$ cat config.mk
export PLATFORM = sky130hd
export DESIGN_NAME = sdp_pulse_seq
export DESIGN_NICKNAME = d
export VERILOG_FILES = /design/src/sdp_pkg.sv /design/src/sdp_pulse_seq.sv
export VERILOG_INCLUDE_DIRS = /design/src
export SDC_FILE = /design/constraint.sdc
export NUM_CORES = 1
export LEC_CHECK = 0
export BUFFER_PORTS_ARGS = -buffer_cell sky130_fd_sc_hd__buf_4
export CAP_MARGIN = 20
export CORE_ASPECT_RATIO = 1.5
export CORE_UTILIZATION = 58
export DETAILED_ROUTE_END_ITERATION = 8
export GPL_ROUTABILITY_DRIVEN = 0
export MAX_ROUTING_LAYER = met4
export PLACE_DENSITY = 0.87
export SLEW_MARGIN = 20
export SYNTH_ARGS = -nofsm -noshare
export SYNTH_HDL_FRONTEND = slang
export SYNTH_SLANG_ARGS = --single-unit
$ cat constraint.sdc
create_clock -name i_clk -period 3.7 [get_ports i_clk]
set_input_delay 0.37 -clock i_clk [delete_from_list [all_inputs] [get_ports i_clk]]
set_output_delay 0.37 -clock i_clk [all_outputs]
set_load 0.01 [all_outputs]
$ cat src/sdp_defs.svh
// Constants for the speed and direction pulse sequencer.
// Assumes a 100 MHz i_clk; times are in ns and converted to cycles here.
// What this block does
// - Pulse timing comes from one designated channel only, both directions.
// - Pulse issues slightly ahead of the sensed edge reaching the face.
// - Shift aligns forward pulses to the valley, reverse to the tooth.
// - After a running direction change, pulses stop until direction validated.
// - Power-up starts calibration finding profile, adjusting gain and offset.
// - Gain and offset loops run independently for each differential channel.
// - Loops centre the processed signal within converter range for peaks.
// - No direction reported before calibration completes.
// - Vibration is detected from both magnetic channels together.
// - While vibration is detected the output is blanked, no pulses.
// - After blanking, pulses resume only once direction revalidated on rotation.
// - Forward rotation gives pulses of the short width, 45 us.
// - Reverse rotation gives pulses of the long width, 90 us.
// - Direction comes from the switching order of the two channels.
// - Exactly one pulse per tooth, so pulse rate conveys speed.
`ifndef SDP_DEFS_SVH
`define SDP_DEFS_SVH
`define SDP_CLK_PERIOD_NS   10
`define SDP_FWD_WIDTH_NS    45000
`define SDP_REV_WIDTH_NS    90000
`define SDP_FWD_CYCLES  (`SDP_FWD_WIDTH_NS / `SDP_CLK_PERIOD_NS)
`define SDP_REV_CYCLES  (`SDP_REV_WIDTH_NS / `SDP_CLK_PERIOD_NS)
`define SDP_CAL_EDGES       3
`define SDP_VALID_EDGES     2
`define SDP_ADV_CYCLES      16
`define SDP_GAIN_RST        8'h80
`define SDP_OFFS_RST        10'h000
`define SDP_ADC_HI          10'h300
`define SDP_ADC_LO          10'h100
`endif

$ cat src/sdp_pkg.sv
// Types for the speed and direction pulse sequencer.
// Assumes sdp_defs.svh supplies the numeric constants.
package sdp_pkg;
    typedef enum logic [1:0]
    {
        SDP_CAL    = 2'b00,
        SDP_VALID  = 2'b01,
        SDP_RUN    = 2'b10,
        SDP_BLANK  = 2'b11
    } sdp_state_t;

    typedef struct packed
    {
        logic [9:0] level;
        logic       valid;
    } sdp_sample_t;

    typedef struct packed
    {
        logic [7:0] gain;
        logic [9:0] offset;
    } sdp_trim_t;
endpackage

$ cat src/sdp_pulse_seq.sv
// Pulse sequencer: calibration, direction, vibration blanking, output.
// Assumes converter samples arrive synchronous to i_clk, one per channel.
`include "sdp_defs.svh"
module sdp_pulse_seq
#(
    parameter int FWD_CYCLES  = `SDP_FWD_CYCLES,
    parameter int REV_CYCLES  = `SDP_REV_CYCLES,
    parameter int ADV_CYCLES  = `SDP_ADV_CYCLES,
    parameter int CAL_EDGES   = `SDP_CAL_EDGES,
    parameter int VALID_EDGES = `SDP_VALID_EDGES
)
(
    input  wire logic                 i_clk,
    input  wire logic                 i_rst,
    input  wire sdp_pkg::sdp_sample_t i_ch_a,
    input  wire sdp_pkg::sdp_sample_t i_ch_b,
    input  wire logic                 i_vibration,
    output logic                      o_pulse,
    output logic                      o_reverse,
    output logic                      o_cal_done,
    output sdp_pkg::sdp_trim_t        o_trim_a,
    output sdp_pkg::sdp_trim_t        o_trim_b
);
    sdp_pkg::sdp_state_t state_ff;
    sdp_pkg::sdp_state_t nxt_state;
    logic [1:0]  sw_ff;
    logic [1:0]  sw_d_ff;
    logic [16:0] width_cnt_ff;
    logic [16:0] nxt_width_cnt;
    logic [7:0]  adv_cnt_ff;
    logic [7:0]  nxt_adv_cnt;
    logic        adv_pend_ff;
    logic        pend_rev_ff;
    logic        dir_rev_ff;
    logic        vib_seen_ff;
    logic [3:0]  edge_cnt_ff;
    logic        pulse_ff;
    logic        rev_out_ff;
    logic        cal_done_ff;

    // Per-channel gain and offset loops, each closed on its own samples
    sdp_pkg::sdp_sample_t ch [2];
    logic [1:0] sw_now;
    assign ch[0] = i_ch_a;
    assign ch[1] = i_ch_b;
    genvar g;
    generate
        for (g = 0; g < 2; g++)
        begin : g_trim
            logic [7:0] gain_ff;
            logic [9:0] offs_ff;
            wire        hi   = ch[g].level > `SDP_ADC_HI;
            wire        lo   = ch[g].level < `SDP_ADC_LO;
            wire        tune = ch[g].valid && state_ff == sdp_pkg::SDP_CAL;
            // Switch with hysteresis around mid range
            assign sw_now[g] = ch[g].level[9] ? 1'b1 :
                               (ch[g].level < 10'h1C0 ? 1'b0 : sw_ff[g]);
            always_ff @(posedge i_clk)
            begin
                if (i_rst)
                begin
                    gain_ff <= `SDP_GAIN_RST;
                    offs_ff <= `SDP_OFFS_RST;
                end
                else if (tune)
                begin
                    if (hi && lo)
                        gain_ff <= gain_ff;
                    else if (hi && gain_ff != 8'h00)
                        gain_ff <= gain_ff - 8'h01;
                    else if (lo && gain_ff != 8'hFF)
                        gain_ff <= gain_ff + 8'h01;
                    if (hi)
                        offs_ff <= offs_ff - 10'h001;
                    else if (lo)
                        offs_ff <= offs_ff + 10'h001;
                end
            end
        end
    endgenerate

    // Channel A edges time the pulses; B's phase at that edge gives direction
    wire a_edge   = sw_ff[0] != sw_d_ff[0];
    wire b_edge   = sw_ff[1] != sw_d_ff[1];
    wire edge_rev = sw_ff[0] == sw_ff[1];
    // Rising A is the tooth edge; forward fires for valley, reverse for tooth
    wire fire_pt  = edge_rev ? sw_ff[0] : ~sw_ff[0];
    // Vibration: external flag or B toggling twice without an A edge
    wire vib_now  = i_vibration || (b_edge && vib_seen_ff);
    wire dir_chg  = a_edge && (edge_rev != dir_rev_ff);
    wire width_done = width_cnt_ff == 17'h00001;

    always_comb
    begin
        nxt_state = state_ff;
        case (state_ff)
            sdp_pkg::SDP_CAL:
                if (a_edge && edge_cnt_ff >= 4'(CAL_EDGES - 1))
                    nxt_state = sdp_pkg::SDP_VALID;
            sdp_pkg::SDP_VALID:
                if (vib_now)
                    nxt_state = sdp_pkg::SDP_BLANK;
                else if (a_edge && !dir_chg &&
                         edge_cnt_ff >= 4'(VALID_EDGES - 1))
                    nxt_state = sdp_pkg::SDP_RUN;
            sdp_pkg::SDP_RUN:
                if (vib_now)
                    nxt_state = sdp_pkg::SDP_BLANK;
                else if (dir_chg)
                    nxt_state = sdp_pkg::SDP_VALID;
            sdp_pkg::SDP_BLANK:
                if (a_edge && !vib_now)
                    nxt_state = sdp_pkg::SDP_VALID;
            default:
                nxt_state = sdp_pkg::SDP_CAL;
        endcase
    end

    // A fixed advance models the early trigger ahead of the edge crossing
    wire start_adv = state_ff == sdp_pkg::SDP_RUN && nxt_state ==
                     sdp_pkg::SDP_RUN && a_edge && fire_pt;
    wire fire      = adv_pend_ff && adv_cnt_ff == 8'h00 &&
                     state_ff == sdp_pkg::SDP_RUN && !pulse_ff;
    assign nxt_adv_cnt = start_adv ? 8'(ADV_CYCLES - 1) :
                         (adv_cnt_ff != 8'h00 ? adv_cnt_ff - 8'h01 : 8'h00);
    assign nxt_width_cnt = fire ? (pend_rev_ff ? 17'(REV_CYCLES)
                                               : 17'(FWD_CYCLES))
                         : (pulse_ff ? width_cnt_ff - 17'h00001 : 17'h00000);

    // State and switch history
    always_ff @(posedge i_clk)
    begin
        if (i_rst)
        begin
            state_ff <= sdp_pkg::SDP_CAL;
            sw_ff    <= 2'b00;
            sw_d_ff  <= 2'b00;
        end
        else
        begin
            state_ff <= nxt_state;
            sw_ff    <= sw_now;
            sw_d_ff  <= sw_ff;
        end
    end

    // Advance and width counters
    always_ff @(posedge i_clk)
    begin
        if (i_rst)
        begin
            width_cnt_ff <= 17'h00000;
            adv_cnt_ff   <= 8'h00;
        end
        else
        begin
            width_cnt_ff <= nxt_width_cnt;
            adv_cnt_ff   <= nxt_adv_cnt;
        end
    end

    // Direction of the last A edge
    always_ff @(posedge i_clk)
    begin
        if (i_rst)
            dir_rev_ff <= 1'b0;
        else if (a_edge)
            dir_rev_ff <= edge_rev;
    end

    // A B edge wins over a clearing A edge so no toggle is lost
    always_ff @(posedge i_clk)
    begin
        if (i_rst)
            vib_seen_ff <= 1'b0;
        else if (b_edge)
            vib_seen_ff <= 1'b1;
        else if (a_edge)
            vib_seen_ff <= 1'b0;
    end

    // Edges seen in the present state
    always_ff @(posedge i_clk)
    begin
        if (i_rst)
            edge_cnt_ff <= 4'h0;
        else if (nxt_state != state_ff)
            edge_cnt_ff <= 4'h0;
        else if (a_edge && edge_cnt_ff != 4'hF)
            edge_cnt_ff <= edge_cnt_ff + 4'h1;
    end

    // Leaving run drops a pending pulse rather than emit stale data
    always_ff @(posedge i_clk)
    begin
        if (i_rst)
        begin
            adv_pend_ff <= 1'b0;
            pend_rev_ff <= 1'b0;
        end
        else if (start_adv)
        begin
            adv_pend_ff <= 1'b1;
            pend_rev_ff <= edge_rev;
        end
        else if (fire || nxt_state != sdp_pkg::SDP_RUN)
            adv_pend_ff <= 1'b0;
    end

    // Output pulse and its direction flag
    always_ff @(posedge i_clk)
    begin
        if (i_rst)
        begin
            pulse_ff   <= 1'b0;
            rev_out_ff <= 1'b0;
        end
        else if (fire)
        begin
            pulse_ff   <= 1'b1;
            rev_out_ff <= pend_rev_ff;
        end
        else if (width_done || state_ff != sdp_pkg::SDP_RUN)
            pulse_ff <= 1'b0;
    end

    // Calibration done stays set until the next reset
    always_ff @(posedge i_clk)
    begin
        if (i_rst)
            cal_done_ff <= 1'b0;
        else if (nxt_state != sdp_pkg::SDP_CAL)
            cal_done_ff <= 1'b1;
    end

    assign o_pulse    = pulse_ff;
    assign o_reverse  = rev_out_ff;
    assign o_cal_done = cal_done_ff;
    assign o_trim_a   = {g_trim[0].gain_ff, g_trim[0].offs_ff};
    assign o_trim_b   = {g_trim[1].gain_ff, g_trim[1].offs_ff};
endmodule

Yosys cells after proc, flatten, opt, wreduce, memory -nomap -nowiden
Cells that the tools add are included.
- output and inout port bits: 39
- bits of input ports: 25
- bits in registers: 78
- word-level logic and storage cells: 136
- mux-type cells: 31
- reduce and logical (&&, ||, !) cells: 48
- $add $sub $neg: 11
- bitwise logic cells: 4
- equal/unequal tests: 15
- magnitude comparators: 8
- operators with widths (cell ; number):
    less-than comparator 10 x 9 -> 1 bit (second input constant) ; 4
    2-to-1 mux 10 bit ; 4
    2-to-1 mux 17 bit ; 2
    2-to-1 mux 8 bit ; 4
    nonzero test 8 bit ; 3
    subtractor 8 x 1 -> 8 bit (second input constant) ; 3
    logical AND 1 bit ; 21
    adder 10 x 1 -> 10 bit (second input constant) ; 2
    > comparator 10 bit (second input constant) ; 2
    nonzero test 2 bit ; 10
    subtractor 10 x 1 -> 10 bit (second input constant) ; 2
    equality test 17 x 1 -> 1 bit (second input constant) ; 1
    subtractor 17 x 1 -> 17 bit (second input constant) ; 1
    adder 8 x 1 -> 8 bit (second input constant) ; 2
    inequality test 8 bit (second input constant) ; 2
    2-to-1 mux 14 bit ; 1
    2-to-1 mux 2 bit ; 6
    2-to-1 mux 1 bit ; 11
    logical NOT 8 bit ; 1
    2-to-1 mux 4 bit ; 2
    case mux 2 bit (4 select lines) ; 1
    equality test 2 bit (second input constant) ; 3
    AND reduction 3 bit ; 2
    adder 4 x 1 -> 4 bit (second input constant) ; 1
    15 further kinds ; 26

Longest topological paths before layout
- word-level depth: 14
- depth in mapped cells: 11
- mapped depth without buffers: 11

Least setup slack after synthesis
OpenSTA, ideal clock, no wires.
- kind: input port to flip-flop
- start: in i_ch_a[1] (netlist bit)
- end: reg g_trim[0].gain_ff[7]
- required time: 3.628 ns
- buffers on the path: 0
- arrival time: 2.779 ns
- path slack: 0.849 ns
- library setup time: 0.072 ns
- stages: 11
- path through: nor4_1 a21oi_1 nand2_1 inv_1 ha_1 a21oi_1 nor2b_1 a311o_1 a31oi_1 mux2i_1 mux2i_1
- longest elaborated chain between the ends: 4
- elaborated cells between the ends (all ways): 9
- those cells by class: order compare: 2; mux: 1; bitwise: 1; reduce/logical: 5
- ends and longest elaborated chain (element ; line ; source):
    from (decl) ; sdp_pulse_seq.sv:15 ; input wire sdp_pkg::sdp_sample_t i_ch_a,
    > comparator 10 bit (no source line) / less-than comparator 10 x 9 -> 1 bit (equally long branches) ; - ;
    logical AND 1 bit, on equally long branches ; sdp_pulse_seq.sv:69, sdp_pulse_seq.sv:67, sdp_pulse_seq.sv:71 ;
    nonzero test 2 bit (no source line) / inverter 1 bit (equally long branches) ; - ;
    AND reduction 3 bit (no source line) ; - ;
    to (signal assigned) ; sdp_pulse_seq.sv:68 ; gain_ff <= gain_ff;
    to (signal assigned) ; sdp_pulse_seq.sv:70 ; gain_ff <= gain_ff - 8'h01;
    to (signal assigned) ; sdp_pulse_seq.sv:72 ; gain_ff <= gain_ff + 8'h01;
    to (decl) ; sdp_pulse_seq.sv:50 ; logic [7:0] gain_ff;
Several ways; a longest one is shown, not always the timed one.
A chain may end at the register's enable or synchronous reset.

Worst setup path after layout
- start: in i_ch_b[3] (netlist bit)
- end: reg g_trim[1].gain_ff[7]
- longest elaborated chain between the ends: 4
- elaborated cells between the ends (all ways): 9
- those cells by class: order compare: 2; mux: 1; bitwise: 1; reduce/logical: 5
- ends and longest elaborated chain (element ; line ; source):
    from (decl) ; sdp_pulse_seq.sv:16 ; input wire sdp_pkg::sdp_sample_t i_ch_b,
    > comparator 10 bit (no source line) / less-than comparator 10 x 9 -> 1 bit (equally long branches) ; - ;
    logical AND 1 bit, on equally long branches ; sdp_pulse_seq.sv:69, sdp_pulse_seq.sv:67, sdp_pulse_seq.sv:71 ;
    nonzero test 2 bit (no source line) / inverter 1 bit (equally long branches) ; - ;
    AND reduction 3 bit (no source line) ; - ;
    to (signal assigned) ; sdp_pulse_seq.sv:68 ;
    to (signal assigned) ; sdp_pulse_seq.sv:70 ;
    to (signal assigned) ; sdp_pulse_seq.sv:72 ;
    to (decl) ; sdp_pulse_seq.sv:50 ;
Several ways; a longest one is shown, not always the timed one.

==> flow_summary_export.csv <==
group,metric,value,unit
synth,synth_top_area_cell,"dfxtp_1",
grt,antenna_found_initial,0,
setup_path,required,3.92,ns
synth,synth_area,0.00478,mm^2
placement,placed_area,0.00530,mm^2
sta,worst_pin_slew,0.948,ns
worst_hold_path,hp-class,"in2reg",
synth,yosysSeqAreaShare,32.7,%
drt,routedWlPerCell,14.9,um
sta,fin_crit_sh,83.1,%
layout,postLayoutCoreUtil,70.1,%
layout,drive_above_1_share,16.2,%
die,initial_core_util,59.7,%
power,seq_power_share,39.0,%
drt,drc_errors,0,
setup_path,worstSetupPathType,"in2reg",
synth,synth.distinct_cells,60,
sta,final_max_slew_viol_count,0,
synth,ys.flop_type,"dfxtp_1",
power,pwr-share-clk,36.2,%
clock_tree,cts_setup_buffers,0,
sta,relSlewSlack,36.7,%
synth,syn_inst,556,
power,p_leak,2.52,nW
run_status,outcome,"finished, final reports clean",
power,switching_share,30.5,%
placement,io_buffer_count,63,
placement,post-place-ws,0.404,ns
layout,insertedDiodeCount,0,
die,rows,40,
layout,regArea,0.00156,mm^2
flow_run,cap_violations,0,
drt,drtIter0Drc,149,
sta,timing.final.ws_setup,0.626,ns
layout,fillers,616,
synth,synth_top_family_by_area,"simple AND/OR/NAND/NOR gates",
sta,rsz0062_at_grt,"no",
synth,yosysTopAreaCellShare,32.7,%
grt,grt_pass1_wl,18300,um
synth,synth.avg_cell_area,8.59,um^2
sta,hold_viol,0,
synth,synth_edf_count,0,
grt,grt_pass1_vias,4214,
clock_tree,clkTransAtPathRegs,0.05,ns
layout,finalNetCount,682,
layout,area_growth,17.4,%
drt,drtPass1Iterations,4,
placement,dpl.cell_count,711,
synth,synth_xor_area_share,8.36,%
sta,fmax,0.325,GHz
clock_tree,cts_tree,"built",
synth,ys_ff_latch,78,
synth,synth_simple_gate_area_share,22.3,%
die,die_x,76.1,um
setup_path,start_kind,"input pin",
layout,finish.instance_area,0.00561,mm^2
synth,synthAdderAreaFrac,11.1,%
power,power,2.54,mW
clock_tree,cts_buffer_depth,2,
die,die_y,113,um
layout,multi_input_comb_area,0.00301,mm^2
sta,fin_crit,3.07,ns
clock_tree,clkLatencyLatePin,0.34,ns
drt,wl,10800,um
synth,synthTopCellsByArea,"dfxtp_1, ha_1, nor2_1, xnor2_1, mux2i_1",
grt,grt_max_degree,65,
clock_tree,cts_buffers,9,
synth,synthMuxAreaShare,5.11,%
die,coreArea,0.00801,mm^2
sta,fin_skew,0.0100,ns
synth,synth-compound-area-share,16.3,%
clock_tree,h-tree-depth,3,
die,ioPinCount,64,
setup_path,path_max_fanout,11,
power,power.internal,1.76,mW
synth,ys_warn_count,0,
power,cellPowerDensity,453,mW/mm^2
grt,grt.overflow.total,0,
power,vdd_drop_max,0.000358,V
sta,hold_ws,0.267,ns
setup_path,arrival,3.30,ns
clock_tree,hold_buffers,0,
drt,via_per_inst,5.87,
drt,vias,4271,
setup_path,endpoint_kind,"flip-flop",
synth,async_flop_share,0,%
clock_tree,cts_resized,0,
drt,postRouteAntennaNets,0,
power,p_switching,0.775,mW
placement,hpwl,7810,um
sta,report.final.setup_viol,0,
clock_tree,clock_sinks,78,
synth,syn_nets,621,
sta,fin_tns_setup,0,ns
power,power.share.combinational,24.8,%
layout,final_cells,727,
grt,track_usage,26.8,%
die,dieArea,0.00861,mm^2
clock_tree,cts-root-buf,"clkbuf_16",
## final cells by class
class | instances | share of cell area (%)
tap | 105 | 2.34
inverter | 26 | 1.74
clock buffer | 11 | 4.50
multi-input combinational | 436 | 53.7
timing repair buffer | 66 | 8.83
clock inverter | 5 | 1.03
sequential | 78 | 27.8
## cell usage in the layout, fill, tap and decap left out, drive strengths merged, types with 4 or more instances in the layout
cell type,count
xnor2,29
a21o,7
mux2i,21
nor4,11
buf,66
xor2,14
a31oi,9
nand2b,8
a21oi,38
nor2,83
inv,26
nand3,11
nand2,29
fa,4
o21ai,25
a211oi,5
ha,36
clkbuf,11
nand4,6
o21a,10
nor2b,16
or3,8
o21bai,5
nor3,16
dfxtp,78
## worst max-delay path: stages
cell and delay, ns:
buf_4 0.08, nor4_1 0.05, a21oi_1 0.68, nand2_1 0.26, inv_1 0.25, ha_1 0.26
a21oi_1 0.23, o22ai_1 0.15, o41ai_1 0.40, mux2i_1 0.31, and3_1 0.20, o21bai_1 0.06
## final timing paths
check	from	to	slack (ns)	depth (start not counted)
worst max register to register	g_trim[1].gain_ff[4]	g_trim[1].gain_ff[7]	0.87	11
worst max-delay path	i_ch_b[3]	g_trim[1].gain_ff[7]	0.63	12
worst min register to register	width_cnt_ff[0]	width_cnt_ff[0]	0.49	1
worst min-delay path	i_ch_a[10]	sw_ff[0]	0.27	3
## per-layer routing
layer  up-vias  wire length [um]  GRT usage [%]
met4         0               346           15.1
met3        33               388           4.35
met5         -                 0              -
met2       106              5880           48.2
met1      2037              4220           27.5
li1       2095                 -              -
## cells by family (layout without fill, tap and decap cells)
group / Yosys count / in the layout
simple gates: 208 / 208
compound gates: 120 / 120
flops: 78 / 78
xor+xnor: 44 / 44
buf+inv: 42 / 108
fa+ha+maj: 40 / 40
mux: 24 / 24
## cell usage after synthesis, drive strengths merged, types with 6 or more instances
library cell  count
inv              26
a21oi            38
nand4             6
nand3            11
nand2            29
nand2b            8
mux2i            21
a21o              7
a31oi             9
dfxtp            78
clkbuf            8
xor2             14
o21ai            25
nor3             16
buf               8
nor2b            16
xnor2            29
or3               8
ha               36
nor4             11
nor2             83
o21a             10
## power by group through the flow
stage | combinational, mW | sequential [mW] | clock [mW]
2_1_floorplan | 0.464 | 0.999 | 0
3_3_place_gp | 0.595 | 1.00 | 0
3_5_place_dp | 0.623 | 1.01 | 0
4_1_cts | 0.633 | 0.990 | 0.926
5_1_grt | 0.704 | 1.00 | 0.963
6_report | 0.630 | 0.991 | 0.918
## state kept, by name (all words and copies together), names as in the netlist
register / flops
o_cal_done: 1
sw_ff: 2
sw_d_ff: 2
state_ff: 2
o_pulse: 1
vib_seen_ff: 1
edge_cnt_ff: 4
adv_cnt_ff: 8
o_reverse: 1
width_cnt_ff: 17
g_trim.gain_ff: 16
pend_rev_ff: 1
g_trim.offs_ff: 20
dir_rev_ff: 1
adv_pend_ff: 1
No activity file was read; power rests on OpenSTA's default activity.
